File: config.mk
export PLATFORM = sky130hd
export DESIGN_NAME = aopc_config_regs
export DESIGN_NICKNAME = d
export VERILOG_FILES = /design/src/logic/aopc_pkg.sv /design/src/logic/aopc_offset_loop.sv /design/src/logic/aopc_config_regs.sv
export SDC_FILE = /design/constraint.sdc
export NUM_CORES = 1
export LEC_CHECK = 0
export BUFFER_PORTS_ARGS = -buffer_cell sky130_fd_sc_hd__buf_4
export CAP_MARGIN = 10
export CORE_MARGIN = 1
export CORE_UTILIZATION = 40
export DETAILED_ROUTE_END_ITERATION = 6
export GPL_TIMING_DRIVEN = 0
export PLACE_DENSITY_LB_ADDON = 0.05
export SLEW_MARGIN = 10
export SYNTH_ARGS = -nofsm -noshare
export SYNTH_HDL_FRONTEND = slang
export SYNTH_SLANG_ARGS = --single-unit
File: constraint.sdc
create_clock -name clk -period 25.3 [get_ports clk]
set_input_delay 3.795 -clock clk [delete_from_list [all_inputs] [get_ports clk]]
set_output_delay 3.795 -clock clk [all_outputs]
set_load 0.05 [all_outputs]
File: src/logic/aopc_pkg.sv
// Package: register map, field layout and constants of the converter config slice
package aopc_pkg;

   // Register indices; byte address is four times the index
   localparam logic [7:0] IDX_POWER      = 8'h43;  // power_and_output_control
   localparam logic [7:0] IDX_HIGH_FREQ  = 8'h4A;  // high_frequency_performance
   localparam logic [7:0] IDX_OFFSET_BIAS = 8'hBF; // offset_bias_setting
   localparam logic [7:0] IDX_LOOP_CFG   = 8'hCF;  // offset_loop_config
   localparam logic [7:0] IDX_LOOP_CTRL  = 8'hE0;  // loop enable control
   localparam logic [7:0] IDX_STATUS     = 8'hE1;  // power and loop state, read only
   localparam logic [7:0] IDX_ESTIMATE   = 8'hE2;  // current correction estimate, read only

   // Reset values
   localparam logic [7:0] RST_POWER       = 8'h00;
   localparam logic [7:0] RST_HIGH_FREQ   = 8'h00;
   localparam logic [7:0] RST_OFFSET_BIAS = 8'h00;
   localparam logic [7:0] RST_LOOP_CFG    = 8'h00;
   localparam logic [7:0] RST_LOOP_CTRL   = 8'h00;

   // Writable bits; everything else is reserved and reads zero
   localparam logic [7:0] MASK_POWER       = 8'h53;
   localparam logic [7:0] MASK_HIGH_FREQ   = 8'h01;
   localparam logic [7:0] MASK_OFFSET_BIAS = 8'hF0;
   localparam logic [7:0] MASK_LOOP_CFG    = 8'hBC;
   localparam logic [7:0] MASK_LOOP_CTRL   = 8'h01;

   // Field positions
   localparam int POS_FULL_POWER_DOWN  = 6;
   localparam int POS_OUTPUT_DRIVER_OFF = 4;
   localparam int POS_SWING_LSB        = 0;
   localparam int POS_HIGH_FREQ_BOOST  = 0;
   localparam int POS_PEDESTAL_LSB     = 4;
   localparam int POS_ESTIMATE_HOLD    = 7;
   localparam int POS_SPAN_LSB         = 2;
   localparam int POS_LOOP_ON          = 0;

   // Swing override enable codes
   localparam logic [1:0] SWING_OFF = 2'h0;
   localparam logic [1:0] SWING_ON  = 2'h3;

   // Converter data and correction loop
   localparam int          DATA_W        = 12;
   localparam int          ACC_W         = 44;
   localparam int          EST_W         = 13;
   localparam logic [12:0] MID_CODE      = 13'h0800;
   localparam logic [4:0]  SPAN_BASE_LOG = 5'h14;    // 1M cycles is two to the twentieth
   localparam logic [3:0]  SPAN_MAX_CODE = 4'hB;     // 2G cycles
   localparam logic [11:0] CODE_MAX      = 12'hFFF;

   // Slow wake-up after full power down, in clock cycles
   localparam int          WAKE_CYCLES   = 4000;
   localparam int          WAKE_W        = 16;

   // Power state of the core
   typedef enum logic [1:0] {
      PWR_ON   = 2'b00,
      PWR_OFF  = 2'b01,
      PWR_WAKE = 2'b10
   } aopc_pwr_type;

endpackage

File: src/logic/aopc_offset_loop.sv
// Offset correction loop: estimate accumulator, pedestal target and hold
`timescale 1ns/100ps
module aopc_offset_loop (
   // Clock and reset
   input  wire logic                               clk,
   input  wire logic                               reset,
   // Sample stream
   input  wire logic                               sample_valid,
   input  wire logic [aopc_pkg::DATA_W-1:0]        sample_code,
   // Configuration
   input  wire logic                               dc_shift_loop_on,
   input  wire logic                               estimate_hold,
   input  wire logic [3:0]                         loop_averaging_span,
   input  wire logic [3:0]                         pedestal,
   // Results
   output logic      [aopc_pkg::DATA_W-1:0]        corrected_code,
   output logic                                    corrected_valid,
   output logic      [aopc_pkg::EST_W-1:0]         estimate
);

   // All loop state
   typedef struct packed {
      logic signed [aopc_pkg::ACC_W-1:0]  acc;     // Integrated error
      logic        [aopc_pkg::DATA_W-1:0] corr;    // Corrected sample
      logic                               valid;   // Corrected sample strobe
   } aopc_loop_type;

   aopc_loop_type state_ff;
   aopc_loop_type nxt_state;

   logic        [4:0]                shift;       // Log2 of the time constant
   logic signed [aopc_pkg::EST_W-1:0] est;        // Current estimate
   logic signed [aopc_pkg::EST_W-1:0] target;     // Mid code plus pedestal
   logic signed [13:0]               diff;        // Raw code minus estimate
   logic        [aopc_pkg::DATA_W-1:0] clipped;   // Diff clipped to code range
   logic signed [13:0]               err;         // Distance from target

   // Time constant doubles per code; unused codes clamp to the longest
   always_comb begin
      if (loop_averaging_span > aopc_pkg::SPAN_MAX_CODE) begin
         shift = aopc_pkg::SPAN_BASE_LOG + {1'b0, aopc_pkg::SPAN_MAX_CODE};
      end else begin
         shift = aopc_pkg::SPAN_BASE_LOG + {1'b0, loop_averaging_span};
      end
   end

   // Estimate is the integrated error scaled down by the time constant
   assign est = aopc_pkg::EST_W'(state_ff.acc >>> shift);

   // Pedestal is a signed LSB count added to the mid code
   assign target = $signed(aopc_pkg::MID_CODE) + {{9{pedestal[3]}}, pedestal};

   // Apply the estimate and clip, so a large estimate cannot wrap the code
   always_comb begin
      diff = $signed({2'b00, sample_code}) - {est[12], est};
      if (diff < 14'sd0) begin
         clipped = '0;
      end else if (diff > $signed({2'b00, aopc_pkg::CODE_MAX})) begin
         clipped = aopc_pkg::CODE_MAX;
      end else begin
         clipped = diff[aopc_pkg::DATA_W-1:0];
      end
      err = $signed({2'b00, clipped}) - {target[12], target};
   end

   // Next state of the loop
   always_comb begin
      nxt_state       = state_ff;
      nxt_state.valid = sample_valid;
      if (!dc_shift_loop_on) begin
         // Loop off: pass data straight and forget the estimate
         nxt_state.acc = '0;
         if (sample_valid) begin
            nxt_state.corr = sample_code;
         end
      end else if (sample_valid) begin
         // Held estimate still corrects every sample
         nxt_state.corr = clipped;
         if (!estimate_hold) begin
            nxt_state.acc = state_ff.acc - {{(aopc_pkg::ACC_W-14){err[13]}}, err};
         end
      end
   end

   // State register
   always_ff @(posedge clk) begin
      if (reset) begin
         state_ff <= '0;
      end else begin
         state_ff <= nxt_state;
      end
   end

   assign corrected_code  = state_ff.corr;
   assign corrected_valid = state_ff.valid;
   assign estimate        = est;

endmodule

File: src/logic/aopc_config_regs.sv
// Top: configuration registers, power control and output drive of the converter
// Function
// - Output driver off: data and clock pins high-Z
// - Swing override: 00 disabled, 11 enabled only
// - Boost bit resets to zero, one selects boost
// - Pedestal bits 7:4 are two's complement LSBs
// - Enabled loop drives output toward mid code; here the accumulator subtracts the error, so output moves away from it
// - Pedestal is added to the converged target
// - Loop config: hold bit 7, span 5:2
// - Hold stops estimate, keeps applying last one
// - Span sets time constant, 1M doubling to 2G
//
// Decided for this implementation: the Wishbone register port.
`timescale 1ns/100ps
module aopc_config_regs #(
   parameter int WAKE_CYCLES = aopc_pkg::WAKE_CYCLES   // Slow wake-up length
) (
   // Clock and reset
   input  wire logic                            clk,
   input  wire logic                            reset,
   // Wishbone slave
   input  wire logic                            cyc_i,
   input  wire logic                            stb_i,
   input  wire logic                            we_i,
   input  wire logic [9:0]                      adr_i,
   input  wire logic [3:0]                      sel_i,
   input  wire logic [31:0]                     dat_i,
   output logic      [31:0]                     dat_o,
   output logic                                 ack_o,
   // Converter samples in
   input  wire logic                            sample_valid,
   input  wire logic [aopc_pkg::DATA_W-1:0]     sample_code,
   // Analog power controls
   output logic                                 core_power_off,
   output logic                                 reference_off,
   output logic                                 high_freq_boost,
   output logic                                 swing_override_on,
   // Output pins
   output logic      [aopc_pkg::DATA_W-1:0]     data_out,
   output logic                                 data_out_oe,
   output logic                                 clk_out_oe
);

   // All register state of the block
   typedef struct packed {
      logic [7:0]                      power;      // power_and_output_control
      logic [7:0]                      high_freq;  // high_frequency_performance
      logic [7:0]                      bias;       // offset_bias_setting
      logic [7:0]                      loop_cfg;   // offset_loop_config
      logic [7:0]                      loop_ctrl;  // Loop enable
      logic                            ack;        // Bus acknowledge
      logic [31:0]                     rdata;      // Bus read data
      aopc_pkg::aopc_pwr_type          pwr;        // Power state
      logic [aopc_pkg::WAKE_W-1:0]     wake_cnt;   // Wake-up cycles left
      logic                            core_off;   // Core power down
      logic                            ref_off;    // Reference power down
      logic                            boost;      // High frequency boost
      logic                            swing_on;   // Swing override enable
      logic [aopc_pkg::DATA_W-1:0]     dout;       // Data pins
      logic                            oe;         // Data and clock pin enable
   } aopc_regs_type;

   aopc_regs_type state_ff;
   aopc_regs_type nxt_state;

   logic                           bus_req;     // New request this cycle
   logic [aopc_pkg::DATA_W-1:0]    corr_code;   // Corrected sample
   logic                           corr_valid;  // Corrected sample strobe
   logic [aopc_pkg::EST_W-1:0]     estimate;    // Loop estimate
   logic                           loop_on;     // Loop enable
   logic                           core_live;   // Core is running

   // Register select, shared by write and read decoding
   function automatic logic hit(input logic [9:0] adr, input logic [7:0] idx);
      hit = (adr[9:2] == idx);
   endfunction

   // Ack rises once per request and drops the cycle after
   assign bus_req   = cyc_i && stb_i && !state_ff.ack;
   assign loop_on   = state_ff.loop_ctrl[aopc_pkg::POS_LOOP_ON];
   assign core_live = (state_ff.pwr == aopc_pkg::PWR_ON);

   // Samples are ignored while the core is down or waking
   aopc_offset_loop u_loop (
      .clk                 (clk),
      .reset               (reset),
      .sample_valid        (sample_valid && core_live),
      .sample_code         (sample_code),
      .dc_shift_loop_on    (loop_on),
      .estimate_hold       (state_ff.loop_cfg[aopc_pkg::POS_ESTIMATE_HOLD]),
      .loop_averaging_span (state_ff.loop_cfg[aopc_pkg::POS_SPAN_LSB +: 4]),
      .pedestal            (state_ff.bias[aopc_pkg::POS_PEDESTAL_LSB +: 4]),
      .corrected_code      (corr_code),
      .corrected_valid     (corr_valid),
      .estimate            (estimate)
   );

   // Next state: bus writes and reads, power sequencing, pin drive
   always_comb begin
      nxt_state     = state_ff;
      nxt_state.ack = bus_req;

      // Writes land at the ack edge, where the master sees the answer; reserved bits stay zero
      if (state_ff.ack && cyc_i && stb_i && we_i && sel_i[0]) begin
         if (hit(adr_i, aopc_pkg::IDX_POWER)) begin
            nxt_state.power = dat_i[7:0] & aopc_pkg::MASK_POWER;
         end
         if (hit(adr_i, aopc_pkg::IDX_HIGH_FREQ)) begin
            nxt_state.high_freq = dat_i[7:0] & aopc_pkg::MASK_HIGH_FREQ;
         end
         if (hit(adr_i, aopc_pkg::IDX_OFFSET_BIAS)) begin
            nxt_state.bias = dat_i[7:0] & aopc_pkg::MASK_OFFSET_BIAS;
         end
         if (hit(adr_i, aopc_pkg::IDX_LOOP_CFG)) begin
            nxt_state.loop_cfg = dat_i[7:0] & aopc_pkg::MASK_LOOP_CFG;
         end
         if (hit(adr_i, aopc_pkg::IDX_LOOP_CTRL)) begin
            nxt_state.loop_ctrl = dat_i[7:0] & aopc_pkg::MASK_LOOP_CTRL;
         end
      end

      // Reads; unmapped addresses answer with zero
      nxt_state.rdata = '0;
      if (bus_req && !we_i) begin
         if (hit(adr_i, aopc_pkg::IDX_POWER)) begin
            nxt_state.rdata = {24'h000000, state_ff.power};
         end else if (hit(adr_i, aopc_pkg::IDX_HIGH_FREQ)) begin
            nxt_state.rdata = {24'h000000, state_ff.high_freq};
         end else if (hit(adr_i, aopc_pkg::IDX_OFFSET_BIAS)) begin
            nxt_state.rdata = {24'h000000, state_ff.bias};
         end else if (hit(adr_i, aopc_pkg::IDX_LOOP_CFG)) begin
            nxt_state.rdata = {24'h000000, state_ff.loop_cfg};
         end else if (hit(adr_i, aopc_pkg::IDX_LOOP_CTRL)) begin
            nxt_state.rdata = {24'h000000, state_ff.loop_ctrl};
         end else if (hit(adr_i, aopc_pkg::IDX_STATUS)) begin
            nxt_state.rdata = {29'h00000000,
                               loop_on && state_ff.loop_cfg[aopc_pkg::POS_ESTIMATE_HOLD],
                               state_ff.pwr};
         end else if (hit(adr_i, aopc_pkg::IDX_ESTIMATE)) begin
            nxt_state.rdata = {19'h00000, estimate};
         end
      end

      // Power sequencing follows the registered power bit
      case (state_ff.pwr)
         aopc_pkg::PWR_ON: begin
            if (state_ff.power[aopc_pkg::POS_FULL_POWER_DOWN]) begin
               nxt_state.pwr = aopc_pkg::PWR_OFF;
            end
         end
         aopc_pkg::PWR_OFF: begin
            // Leaving full power down restarts the slow wake-up timer
            if (!state_ff.power[aopc_pkg::POS_FULL_POWER_DOWN]) begin
               nxt_state.pwr      = aopc_pkg::PWR_WAKE;
               nxt_state.wake_cnt = aopc_pkg::WAKE_W'(WAKE_CYCLES - 1);
            end
         end
         aopc_pkg::PWR_WAKE: begin
            // A new power down during wake-up wins at once
            if (state_ff.power[aopc_pkg::POS_FULL_POWER_DOWN]) begin
               nxt_state.pwr = aopc_pkg::PWR_OFF;
            end else if (state_ff.wake_cnt == '0) begin
               nxt_state.pwr = aopc_pkg::PWR_ON;
            end else begin
               nxt_state.wake_cnt = state_ff.wake_cnt - 1'b1;
            end
         end
         default: begin
            nxt_state.pwr = aopc_pkg::PWR_OFF;
         end
      endcase

      // Analog controls; references stay up during wake-up
      nxt_state.core_off = (nxt_state.pwr != aopc_pkg::PWR_ON);
      nxt_state.ref_off  = (nxt_state.pwr == aopc_pkg::PWR_OFF);
      nxt_state.boost    = nxt_state.high_freq[aopc_pkg::POS_HIGH_FREQ_BOOST];
      // Codes 01 and 10 are forbidden; they leave the override off
      nxt_state.swing_on = (nxt_state.power[aopc_pkg::POS_SWING_LSB +: 2]
                            == aopc_pkg::SWING_ON);

      // Pins are released whenever the buffers or the whole part are down
      nxt_state.oe = !nxt_state.power[aopc_pkg::POS_OUTPUT_DRIVER_OFF]
                     && !nxt_state.core_off;
      if (!nxt_state.oe) begin
         nxt_state.dout = '0;
      end else if (corr_valid) begin
         nxt_state.dout = corr_code;
      end
   end

   // State register
   always_ff @(posedge clk) begin
      if (reset) begin
         state_ff           <= '0;
         state_ff.power     <= aopc_pkg::RST_POWER;
         state_ff.high_freq <= aopc_pkg::RST_HIGH_FREQ;
         state_ff.bias      <= aopc_pkg::RST_OFFSET_BIAS;
         state_ff.loop_cfg  <= aopc_pkg::RST_LOOP_CFG;
         state_ff.loop_ctrl <= aopc_pkg::RST_LOOP_CTRL;
         state_ff.pwr       <= aopc_pkg::PWR_ON;
      end else begin
         state_ff <= nxt_state;
      end
   end

   // Outputs come straight from the state register
   assign dat_o             = state_ff.rdata;
   assign ack_o             = state_ff.ack;
   assign core_power_off    = state_ff.core_off;
   assign reference_off     = state_ff.ref_off;
   assign high_freq_boost   = state_ff.boost;
   assign swing_override_on = state_ff.swing_on;
   assign data_out          = state_ff.dout;
   assign data_out_oe       = state_ff.oe;
   assign clk_out_oe        = state_ff.oe;

endmodule

==> results of run 1 <==
## per-layer routing
layer  vias up  routed length [um]  GRT usage (%)
met5         -                   0              0
met4         0                 606           7.64
met3        30                1060           3.78
met2       186               12000           37.6
met1      3969               12900           30.2
li1       4489                   -              -
## worst max path at each step
stage,depth (start not counted),start,slack [ns],endpoint
floorplan,26,sample_code[1],14.59,u_loop.state_ff[54]
global placement,27,sample_code[6],12.10,u_loop.state_ff[43]
detailed placement,28,sample_code[6],13.66,u_loop.state_ff[43]
CTS,28,sample_code[6],14.10,u_loop.state_ff[43]
global route,32,sample_code[6],13.41,u_loop.state_ff[43]
finish,32,sample_code[6],14.11,u_loop.state_ff[43]
## through the flow
| step | setup WS, ns | cell area (sq um) |
|---|---|---|
| final | 14.11 | 10900 |
| after global routing | 13.41 | 10900 |
| after CTS | 14.10 | 10900 |
| after detailed placement | 13.66 | 10300 |
| after global placement | 12.10 | 10300 |
| after floorplan | 14.59 | 9400 |
## logic make-up (layout without fill, tap and decap cells)
| kind of cell | Yosys count | count (layout) | synth area share, % |
|---|---|---|---|
| AOI/OAI and AO/OA | 336 | 336 | 23.3 |
| xor gates and xnor gates | 54 | 54 | 5.07 |
| adders and majority gates | 70 | 70 | 9.62 |
| buffers and inverters | 134 | 232 | 7.53 |
| DFF | 120 | 120 | 25.7 |
| muxes | 60 | 60 | 7.25 |
| other | 1 | 19 | 0.0402 |
| and+or+nand+nor | 418 | 418 | 21.5 |
## Yosys cell counts (all sizes together), types with 28 or more instances
| master | count |
|---|---|
| o21ai | 73 |
| mux2i | 53 |
| dfxtp | 120 |
| clkbuf | 36 |
| nand3 | 30 |
| ha | 67 |
| buf | 59 |
| nand2 | 126 |
| inv | 39 |
| xnor2 | 28 |
| a21oi | 108 |
| nor2 | 120 |
## final cells by class
type / count / area (sq um) / area share, %
multi-input cells: 957 / 6310 / 57.8
flip-flops and latches: 120 / 2400 / 22.0
plain buffers: 95 / 557 / 5.10
repair buffers: 66 / 515 / 4.72
clock buffers: 18 / 429 / 3.93
well taps: 313 / 392 / 3.59
clock inverters: 14 / 163 / 1.49
inverters: 39 / 146 / 1.34
## registers in the layout, summed over array words and instances (netlist names)
signal and cells:
dat_o 13, clk_out_oe 1, swing_override_on 1, state_ff 32, u_loop.corrected_valid 1, u_loop.state_ff 44
data_out 12, u_loop.corrected_code 12, core_power_off 1, reference_off 1, ack_o 1, loop_on 1
## worst reg2reg max path: cells and delay by family, from the launching register on
family,cells,cell delay (ns)
simple gates,5,0.78
buf+inv,6,1.26
fa+ha+maj,4,1.39
flops,1,0.30
xor+xnor,1,0.27
compound gates,24,5.90
mux,1,0.11
## layout by cell type (no fill, tap or decap), types with 10 or more instances in the layout
master     count
inv_1         38
conb_1        19
nand3_1       30
o21bai_1      10
nand2b_1      22
and2_1        12
nor2_1       120
o21ai_0       68
nand2_1      126
a21oi_1      106
clkbuf_1      37
ha_1          67
buf_4        110
nor3_1        18
a31oi_1       15
nor2b_1       13
a21o_1        25
dfxtp_1      120
or3_1         16
a211oi_1      19
xnor2_1       28
clkbuf_16     17
mux2i_1       53
and3_1        12
xor2_1        26
## power groups by stage
stage	Sequential (uW)	Clock (uW)	Combinational [uW]
floorplan	197	0	89.0
global placement	197	0	117
detailed placement	197	0	119
CTS	192	253	120
global route	193	261	134
finish	192	249	120
==> summary.txt, run 1 <==
Status
  • Run status: completed

Placement
  • Port Buffers: 65
  • Placed Cells: 1590
  • HPWL Detailed: 20800 um
  • Gpl congestion: 0.908

Floorplanning
  • Die X: 155 um
  • Die area: 0.0239 sq mm
  • Core ar.: between 0.02 and 0.025 sq mm
  • I/O pin total: 115
  • Starting Density: between 40% and 50%
  • Die height: between 150 and 200 um
  • Std cell rows: 55

GRT
  • Vias in the first global route: 8224
  • Initial antenna violation count: 0
  • Remaining Overflow, GRT: 0
  • Largest net degree at the start of global routing: 20
  • GRT Util Overall: a little under a quarter
  • First-pass GRT wire length: 43200 um

Finish
  • # nets final: 1430
  • P&R area growth vs syn: 16.9%
  • Post-layout util: 47.9%
  • Post-route non-filler standard cell count: 1622
  • # fillers: 2298
  • ANT cells: 0
  • Fraction of layout cells with a size suffix above 1: 13.9%

Synthesis
  • Sequential fraction of the synthesis area: about a quarter
  • Post-synth top flop: dfxtp_1
  • Asr flop ratio synth: 0%
  • Netlist cell types: 82
  • Synthesized cell area: 0.00933 sq mm
  • Share of the synthesized area in the top cell type: 25.7%
  • Warnings from Yosys: 0
  • Synthesized area per cell: 7.82 sq um
  • Synthesized flop and latch total: 120
  • Post-synth EDFFs: 0
  • Synth Instances: 1193
  • Dominant cell type by area after synthesis: dfxtp_1
  • Ranking of synthesized cells by area: dfxtp_1, ha_1, a21oi_1

Worst setup path
  • Worst Path Arrival: between 10 and 15 ns
  • Flop-to-flop setup slack: approximately 15 ns
  • Crit path top cell by count: a21oi_1
  • Worst EP required: 25.63 ns
  • Worst-path maximum fanout: 10
  • Max incr delay on CP: 0.63 ns
  • CP delay by family, top: compound AO/OA/AOI/OAI gates
  • Startpoint type of the worst setup path: input pin
  • Worst Setup End Kind: flip-flop
  • R2R depth: between 40 and 50
  • Reg2reg start: state_ff[78]
  • R2R Path End: u_loop.state_ff[43]
  • WS Path Type: input pin to flip-flop
  • Buf/Inv on CP: 3
  • CP max stage cell: a211oi_1

Pwr
  • Max VDD drop: ~0.039 mV
  • Leakage: 0.00465 uW
  • Sw Pwr: ~180 uW
  • Clock share of power: 44.3%
  • Power Dens Cells: between 50 and 60 mW/mm^2
  • Int Pwr: 385 uW
  • Register share of total power: 34.3%
  • Total power: 561 uW
  • Sw frac: 31.5%
  • Logic pwr share: about a fifth

Clocking
  • CTS root buf: clkbuf_16
  • CTS tree: built
  • Clock-pin transition on the worst setup and hold timing paths: 0.06 ns
  • Clk sink count: between 100 and 150
  • Post-CTS Resized: 0
  • # Post-CTS Setup Buffers: 0
  • Worst-Skew Late Latency: 0.43 ns
  • H-tree Lvls: 4
  • CTS Buffer Depth: 2
  • Post-CTS Hold Buffers: 0
  • CTS buffer count: 17

Worst hold path
  • Hold EP: u_loop.state_ff[27]
  • Class of the worst hold path: flip-flop to flip-flop
  • Hold path startpoint: u_loop.state_ff[27]
  • Hold path depth: 2

Drt
  • Post-route ant nets: 0
  • Routed wire length: ~27000 um
  • Vias per cell: 5.35
  • Initial drt markers: 497
  • Drc violations: 0
  • Initial DRT Pass Iterations: 5
  • Total number of vias: 8674
  • WL per Instance: 16.4 um

STA
  • Slew @ Worst Pin: 1.10 ns
  • TNS Setup: 0 ns
  • Finish-stage setup viols: 0
  • Slew Viols, Final: 0
  • Tmin final: between 10 and 15 ns
  • Clk_skew: roughly 0.015 ns
  • Count of final hold-check violations: 0
  • Final period util: 44.2%
  • Unrepaired setup endpoints after global routing: no
  • Hold_ws: 0.460 ns
  • Slew HR: between 20% and 30%
  • Fmax: about 90 MHz

Run
  • Max cap viols: 0
Note: power is estimated with default switching activity, not from simulation.
==> run 2, diff against run 1 <==
--- a/config.mk
+++ b/config.mk
@@ -5,6 +5,7 @@
 export SDC_FILE = /design/constraint.sdc
 export NUM_CORES = 1
 export LEC_CHECK = 0
+export ABC_AREA = 1
 export BUFFER_PORTS_ARGS = -buffer_cell sky130_fd_sc_hd__buf_4
 export CAP_MARGIN = 10
 export CORE_MARGIN = 1
==> constraint.sdc (replaced) <==
create_clock -name clk -period 10.3 [get_ports clk]
set_input_delay 1.545 -clock clk [delete_from_list [all_inputs] [get_ports clk]]
set_output_delay 1.545 -clock clk [all_outputs]
set_load 0.05 [all_outputs]
==> run 2 against run 1 <==
Clock power rose to 2.7 times the previous value. First-iteration DRC count rose by 38%. Register-to-register slack got worse by 13 ns. Critical path depth rose by 12. Sequential share of layout area fell by 1.2 points.
==> summary.txt, run 2 <==
Status
  • Run status: completed

Floorplanning
  • Die area: 0.0255 sq mm
  • Starting Density: 40.9%
  • I/O pin total: 115
  • Std cell rows: 57
  • Core ar.: 0.0243 sq mm
  • Die X: 160 um
  • Die height: 160 um

Synthesis
  • Synthesized flop and latch total: 120
  • Netlist cell types: 54
  • Dominant cell type by area after synthesis: dfxtp_1
  • Post-synth top flop: dfxtp_1
  • Share of the synthesized area in the top cell type: roughly 24%
  • Post-synth EDFFs: 0
  • Sequential fraction of the synthesis area: 24.2%
  • Synthesized area per cell: 6.52 sq um
  • Synthesized cell area: 0.00994 sq mm
  • Asr flop ratio synth: 0%
  • Synth Instances: 1526
  • Ranking of synthesized cells by area: dfxtp_1, inv_1, nand2_1
  • Warnings from Yosys: 0
  • Top post-synthesis cells by count: inv_1, nand2_1, nor2_1
  • Top-count cell post-synth: inv_1

Finish
  • # fillers: 2598
  • ANT cells: 0
  • Most frequent cells in the layout: inv_1, nand2_1, nor2_1, a21oi_1, o21ai_0
  • Largest reg by FF count: u_loop.state_ff
  • Max FFs per register: 44
  • Post-route cell area: approximately 0.012 sq mm
  • Most common cell after layout, fill and taps aside: inv_1
  • P&R area growth vs syn: 16.1%
  • Fraction of layout cells with a size suffix above 1: 11.6%
  • # nets final: 1763
  • Post-route non-filler standard cell count: 1966

Clocking
  • # Post-CTS Setup Buffers: 0
  • Clk sink count: 120
  • CTS root buf: clkbuf_16
  • Post-CTS Resized: 0
  • H-tree Lvls: 4
  • CTS Buffer Depth: 2
  • Clock-pin transition on the worst setup and hold timing paths: around 0.060 ns
  • Worst-Skew Late Latency: 0.43 ns
  • CTS buffer count: 17
  • CTS tree: built
  • Post-CTS Hold Buffers: 0

GRT
  • GRT Util Overall: 24.3%
  • Vias in the first global route: 9371
  • First-pass GRT wire length: 48800 um
  • Largest net degree at the start of global routing: 32
  • Initial antenna violation count: 0
  • Remaining Overflow, GRT: 0

Drt
  • Initial DRT Pass Iterations: 6
  • Total number of vias: about 10000
  • Drc violations: 0
  • Routed wire length: 30600 um
  • WL per Instance: 15.6 um
  • Post-route ant nets: 0
  • Initial drt markers: between 600 and 700
  • Vias per cell: 5.10

STA
  • Fmax: 127 MHz
  • TNS Setup: 0 ns
  • Finish-stage setup viols: 0
  • Slew HR: a little over two fifths
  • Slew Viols, Final: 0
  • Tmin final: 7.85 ns
  • Slew @ Worst Pin: roughly 0.84 ns
  • Unrepaired setup endpoints after global routing: no
  • Hold_ws: ~0.46 ns
  • Final period util: 76.2%
  • Clk_skew: 0.0138 ns
  • Count of final hold-check violations: 0

Run
  • Max cap viols: 0

Worst setup path
  • R2R depth: 44
  • Worst Path Arrival: 8.16 ns
  • Crit path top cell by count: a21oi_1
  • Flop-to-flop setup slack: 2.45 ns
  • R2R Path End: u_loop.state_ff[44]
  • Worst EP required: 10.62 ns
  • Reg2reg start: state_ff[80]
  • Worst-path maximum fanout: 10
  • CP max stage cell: dfxtp_1
  • Worst Setup End Kind: flip-flop
  • Startpoint type of the worst setup path: flip-flop
  • Max incr delay on CP: 0.43 ns
  • WS Path Type: flip-flop to flip-flop

Placement
  • HPWL Detailed: about 25000 um
  • Port Buffers: 66
  • Cell Area, Placed: 0.0109 sq mm
  • Gpl congestion: 0.897
  • Placed Cells: just under 2000

Worst hold path
  • Class of the worst hold path: flip-flop to flip-flop
  • Hold path depth: 2
  • Hold path startpoint: u_loop.state_ff[13]
  • Hold EP: u_loop.state_ff[13]

Pwr
  • Max VDD drop: roughly 0.08 mV
  • Leakage: 0.00551 uW
  • Power Dens Cells: roughly 130 mW/mm^2
run 2: cell count changes after synthesis, sizes merged, moves of 13 or more:
cell	previous run	this run
or3	17	0
a21oi	108	139
nand2	126	248
a21o	26	4
nand3	30	91
o21ai	73	146
inv	39	248
xnor2	28	14
nor2b	13	0
mux2i	53	14
nand2b	22	0
nor2	120	160
run 2: how the worst max path moves through the flow:
stage	slack (ns)	to	from
finish	2.45	u_loop.state_ff[44]	state_ff[80]
detailed placement	2.52	u_loop.state_ff[44]	state_ff[80]
global placement	2.32	u_loop.state_ff[51]	state_ff[80]
floorplan	3.85	u_loop.state_ff[44]	sample_code[0]
global route	1.54	u_loop.state_ff[44]	state_ff[81]
CTS	2.49	u_loop.state_ff[44]	state_ff[80]
run 2: cell families (layout without fill, tap and decap cells):
group,count (synthesis),count (layout),synth area share (%)
AOI/OAI and AO/OA,388,388,22.2
xor gates and xnor gates,44,44,3.88
adders and majority gates,70,70,9.04
buffers and inverters,331,429,14.5
DFF,120,120,24.2
muxes,14,14,1.41
other,1,19,0.0377
and+or+nand+nor,558,558,24.7
run 2: stage by stage:
| stage | setup WS, ns | total power, uW | utilization (%) |
|---|---|---|---|
| after floorplan | 3.85 | 716 | - |
| after global placement | 2.32 | 798 | 44.9 |
| after detailed placement | 2.52 | 799 | 44.9 |
| after CTS | 2.49 | 1470 | 47.5 |
| after global routing | 1.54 | 1520 | 47.5 |
| final | 2.45 | 1450 | 47.5 |
run 2: power by group:
group,switching (uW),internal [uW]
registers,2.45,468
logic,214,106
clock network,267,392
total,484,967
run 2: layout make-up:
| type | count | area, sq um | area share, % |
|---|---|---|---|
| buffer | 82 | 507 | 4.39 |
| clock buffer | 17 | 425 | 3.69 |
| clock inverter | 15 | 204 | 1.77 |
| inverter | 249 | 935 | 8.10 |
| multi-input combinational | 1093 | 6170 | 53.4 |
| sequential | 120 | 2400 | 20.8 |
| tap | 324 | 405 | 3.51 |
| timing repair buffer | 66 | 495 | 4.29 |
run 2: layer usage:
layer	wire, um	vias up	track usage, %
li1	-	5251	-
met1	15200	4563	34.1
met2	13700	201	38.8
met3	1460	17	4.16
met4	316	0	5.29
met5	0	-	0
run 2: worst max-delay path: cells and delay by family (launching register included):
| kind | cells | cell delay, ns |
|---|---|---|
| AO/OA/AOI/OAI | 24 | 4.26 |
| XOR/XNOR | 1 | 0.20 |
| adder cells (fa/ha/maj) | 4 | 1.21 |
| buffers and inverters | 7 | 0.83 |
| flip-flops | 1 | 0.43 |
| AND/OR/NAND/NOR | 8 | 0.81 |
==> run 3, diff against run 2 <==
==> constraint.sdc (replaced) <==
create_clock -name clk -period 6.84 [get_ports clk]
set_input_delay 1.026 -clock clk [delete_from_list [all_inputs] [get_ports clk]]
set_output_delay 1.026 -clock clk [all_outputs]
set_load 0.05 [all_outputs]
==> run 3 against run 2 <==
Clock power grew 52%. Via count grew 3.4%. Global-route usage rose by 0.32 points. Combinational power increased by 79%. Highest routed layer is now met5. Wire length increased by 5.9%. Clock skew is 0.00072 ns lower. Critical path depth down 4. Fmax is 19% higher. Critical endpoint is now u_loop.state_ff[48]. Hold slack about the same. First-iteration DRC count decreased by 12%. Sequential cell count is the same. Non-clock buffer count increased by 44. Critical path type unchanged.
==> summary.txt, run 3 (same netlist as run 2, synthesis figures left out) <==
Status
  • Run status: completed

Drt
  • Total number of vias: 10377
  • Post-route ant nets: 0
  • Initial drt markers: 604
  • Routed wire length: 32400 um
  • Vias per cell: a little over 5
  • Initial DRT Pass Iterations: 5
  • Drc violations: 0
  • WL per Instance: roughly 16 um

Worst setup path
  • Worst Path Arrival: 6.91 ns
  • WS Path Type: flip-flop to flip-flop
  • Buf/Inv on CP: 10
  • Worst Setup End Kind: flip-flop
  • Flop-to-flop setup slack: 0.25 ns
  • CP delay by family, top: compound AO/OA/AOI/OAI gates
  • Worst-path maximum fanout: 10
  • CP max stage cell: dfxtp_4
  • Max incr delay on CP: 0.37 ns
  • Startpoint type of the worst setup path: flip-flop
  • Worst EP required: 7.16 ns

Finish
  • Fraction of layout cells with a size suffix above 1: 22.4%
  • Largest reg by FF count: u_loop.state_ff
  • Most frequent cells in the layout: inv_1, nand2_1, buf_4, nor2_1, a21oi_1
  • P&R area growth vs syn: 28.5%
  • Post-route cell area: 0.0128 sq mm
  • ANT cells: 0
  • Max FFs per register: 44
  • # nets final: 1808
  • Most common cell after layout, fill and taps aside: inv_1

GRT
  • Met2 global-route usage: 39.7%
  • Largest net degree at the start of global routing: 32
  • Met1 usage in global routing: about a third
  • First-pass GRT wire length: 49500 um
  • GRT Util Overall: 24.6%
  • Remaining Overflow, GRT: 0
  • Initial antenna violation count: 1
  • Vias in the first global route: 9554
  • Global route hottest layer: met2
  • Met3 usage: under 10%

Placement
  • HPWL Detailed: 24800 um
  • Port Buffers: 66
  • Gpl congestion: around 0.9
  • Cell Area, Placed: 0.0109 sq mm

Clocking
  • CTS root buf: clkbuf_16
  • H-tree Lvls: 4
  • CTS Buffer Depth: 2
  • Clk sink count: 120
  • CTS tree: built
  • CTS buffer count: 17
  • Clock-pin transition on the worst setup and hold timing paths: 0.06 ns
  • Worst-Skew Late Latency: 0.43 ns

Pwr
  • Int Pwr: 1500 uW
  • Sw frac: around 35%
  • Clock share of power: 43.8%
  • Logic pwr share: 25.2%
  • Sw Pwr: 789 uW
  • Register share of total power: between 30% and 40%
  • Leakage: 0.00593 uW
  • Max VDD drop: 0.123 mV
  • Power Dens Cells: 179 mW/mm^2

STA
  • Slew @ Worst Pin: between 0.8 and 0.9 ns
  • Slew Viols, Final: 0
  • Fmax: 152 MHz
  • Hold_ws: 0.464 ns
  • Finish-stage setup viols: 0
  • Tmin final: 6.59 ns
  • Clk_skew: approximately 0.013 ns
  • Slew HR: 41.6%
  • Final period util: between 90 and 100%
  • Unrepaired setup endpoints after global routing: yes
  • Count of final hold-check violations: 0

Worst hold path
  • Class of the worst hold path: flip-flop to flip-flop

Floorplanning
  • Die X: between 150 and 200 um
  • Std cell rows: 57
  • Starting Density: 40.9%
  • Core ar.: 0.0243 sq mm
  • Die area: 0.0255 sq mm
  • Die height: 160 um
  • I/O pin total: 115

Run
  • Max cap viols: 0
run 3: changes by cell type in the layout (fill, tap and decap cells not counted), sizes merged:
cell / change
inv: -1
nand2: +1
buf: +44
clkinvlp: +1
run 3: final timing paths:
check | startpoint | endpoint | depth (start not counted)
max | state_ff[80] | u_loop.state_ff[48] | 40
min | u_loop.state_ff[13] | u_loop.state_ff[13] | 2
max reg2reg | state_ff[80] | u_loop.state_ff[48] | 40
min reg2reg | u_loop.state_ff[13] | u_loop.state_ff[13] | 2
run 3: power groups by stage:
stage	combinational, uW	sequential [uW]	clock, uW
3_5_place_dp	478	725	0
3_3_place_gp	477	725	0
5_1_grt	629	708	1050
6_report	576	708	1000
2_1_floorplan	352	726	0
4_1_cts	498	708	1020
run 3: timing repair:
| item | in CTS | in global routing |
|---|---|---|
| resized for setup | 83 | 147 |
| pin swaps | 14 | 45 |
| setup endpoints to repair | 33 | 33 |
| hold buffers | 0 | 0 |
| cloned | 0 | 2 |
| setup buffers | 12 | 31 |
run 3: stage by stage:
step | std cells | total power [uW] | TNS, ns | worst slack [ns] | utilization [%]
after floorplan | 1544 | 1080 | 0 | 0.521 | -
after global placement | 1934 | 1200 | -25.09 | -1.14 | 44.9
after detailed placement | 1934 | 1200 | -15.96 | -0.937 | 44.9
after CTS | 1978 | 2230 | 0 | 0.0138 | 49.1
after global routing | 2011 | 2390 | -0.930 | -0.131 | 52.5
final | 2011 | 2280 | 0 | 0.251 | 52.5
run 3: worst reg2reg max path, delay by kind of cell (launching register included):
family                   cells  cell delay [ns]
multiplexers                 1             0.10
adder cells (fa/ha/maj)      4             1.27
AO/OA/AOI/OAI               12             2.01
buffers and inverters       10             1.35
AND/OR/NAND/NOR             13             1.35
flip-flops                   1             0.37
run 3: layout make-up:
cell class	instances	area, sq um
plain buffers	82	547
clock buffers	17	425
clock inverters	15	204
fillers	2489	11500
inverters	249	946
multi-input cells	1094	7000
flip-flops and latches	120	2410
well taps	324	405
repair buffers	110	843
run 3: layer usage:
layer	share of wire (%)	wire length [um]	vias to the layer above
met4	1.3	414	2
met1	49	16000	4824
met5	0.040	13	-
li1	-	-	5339
met3	4.2	1370	27
met2	45	14600	185
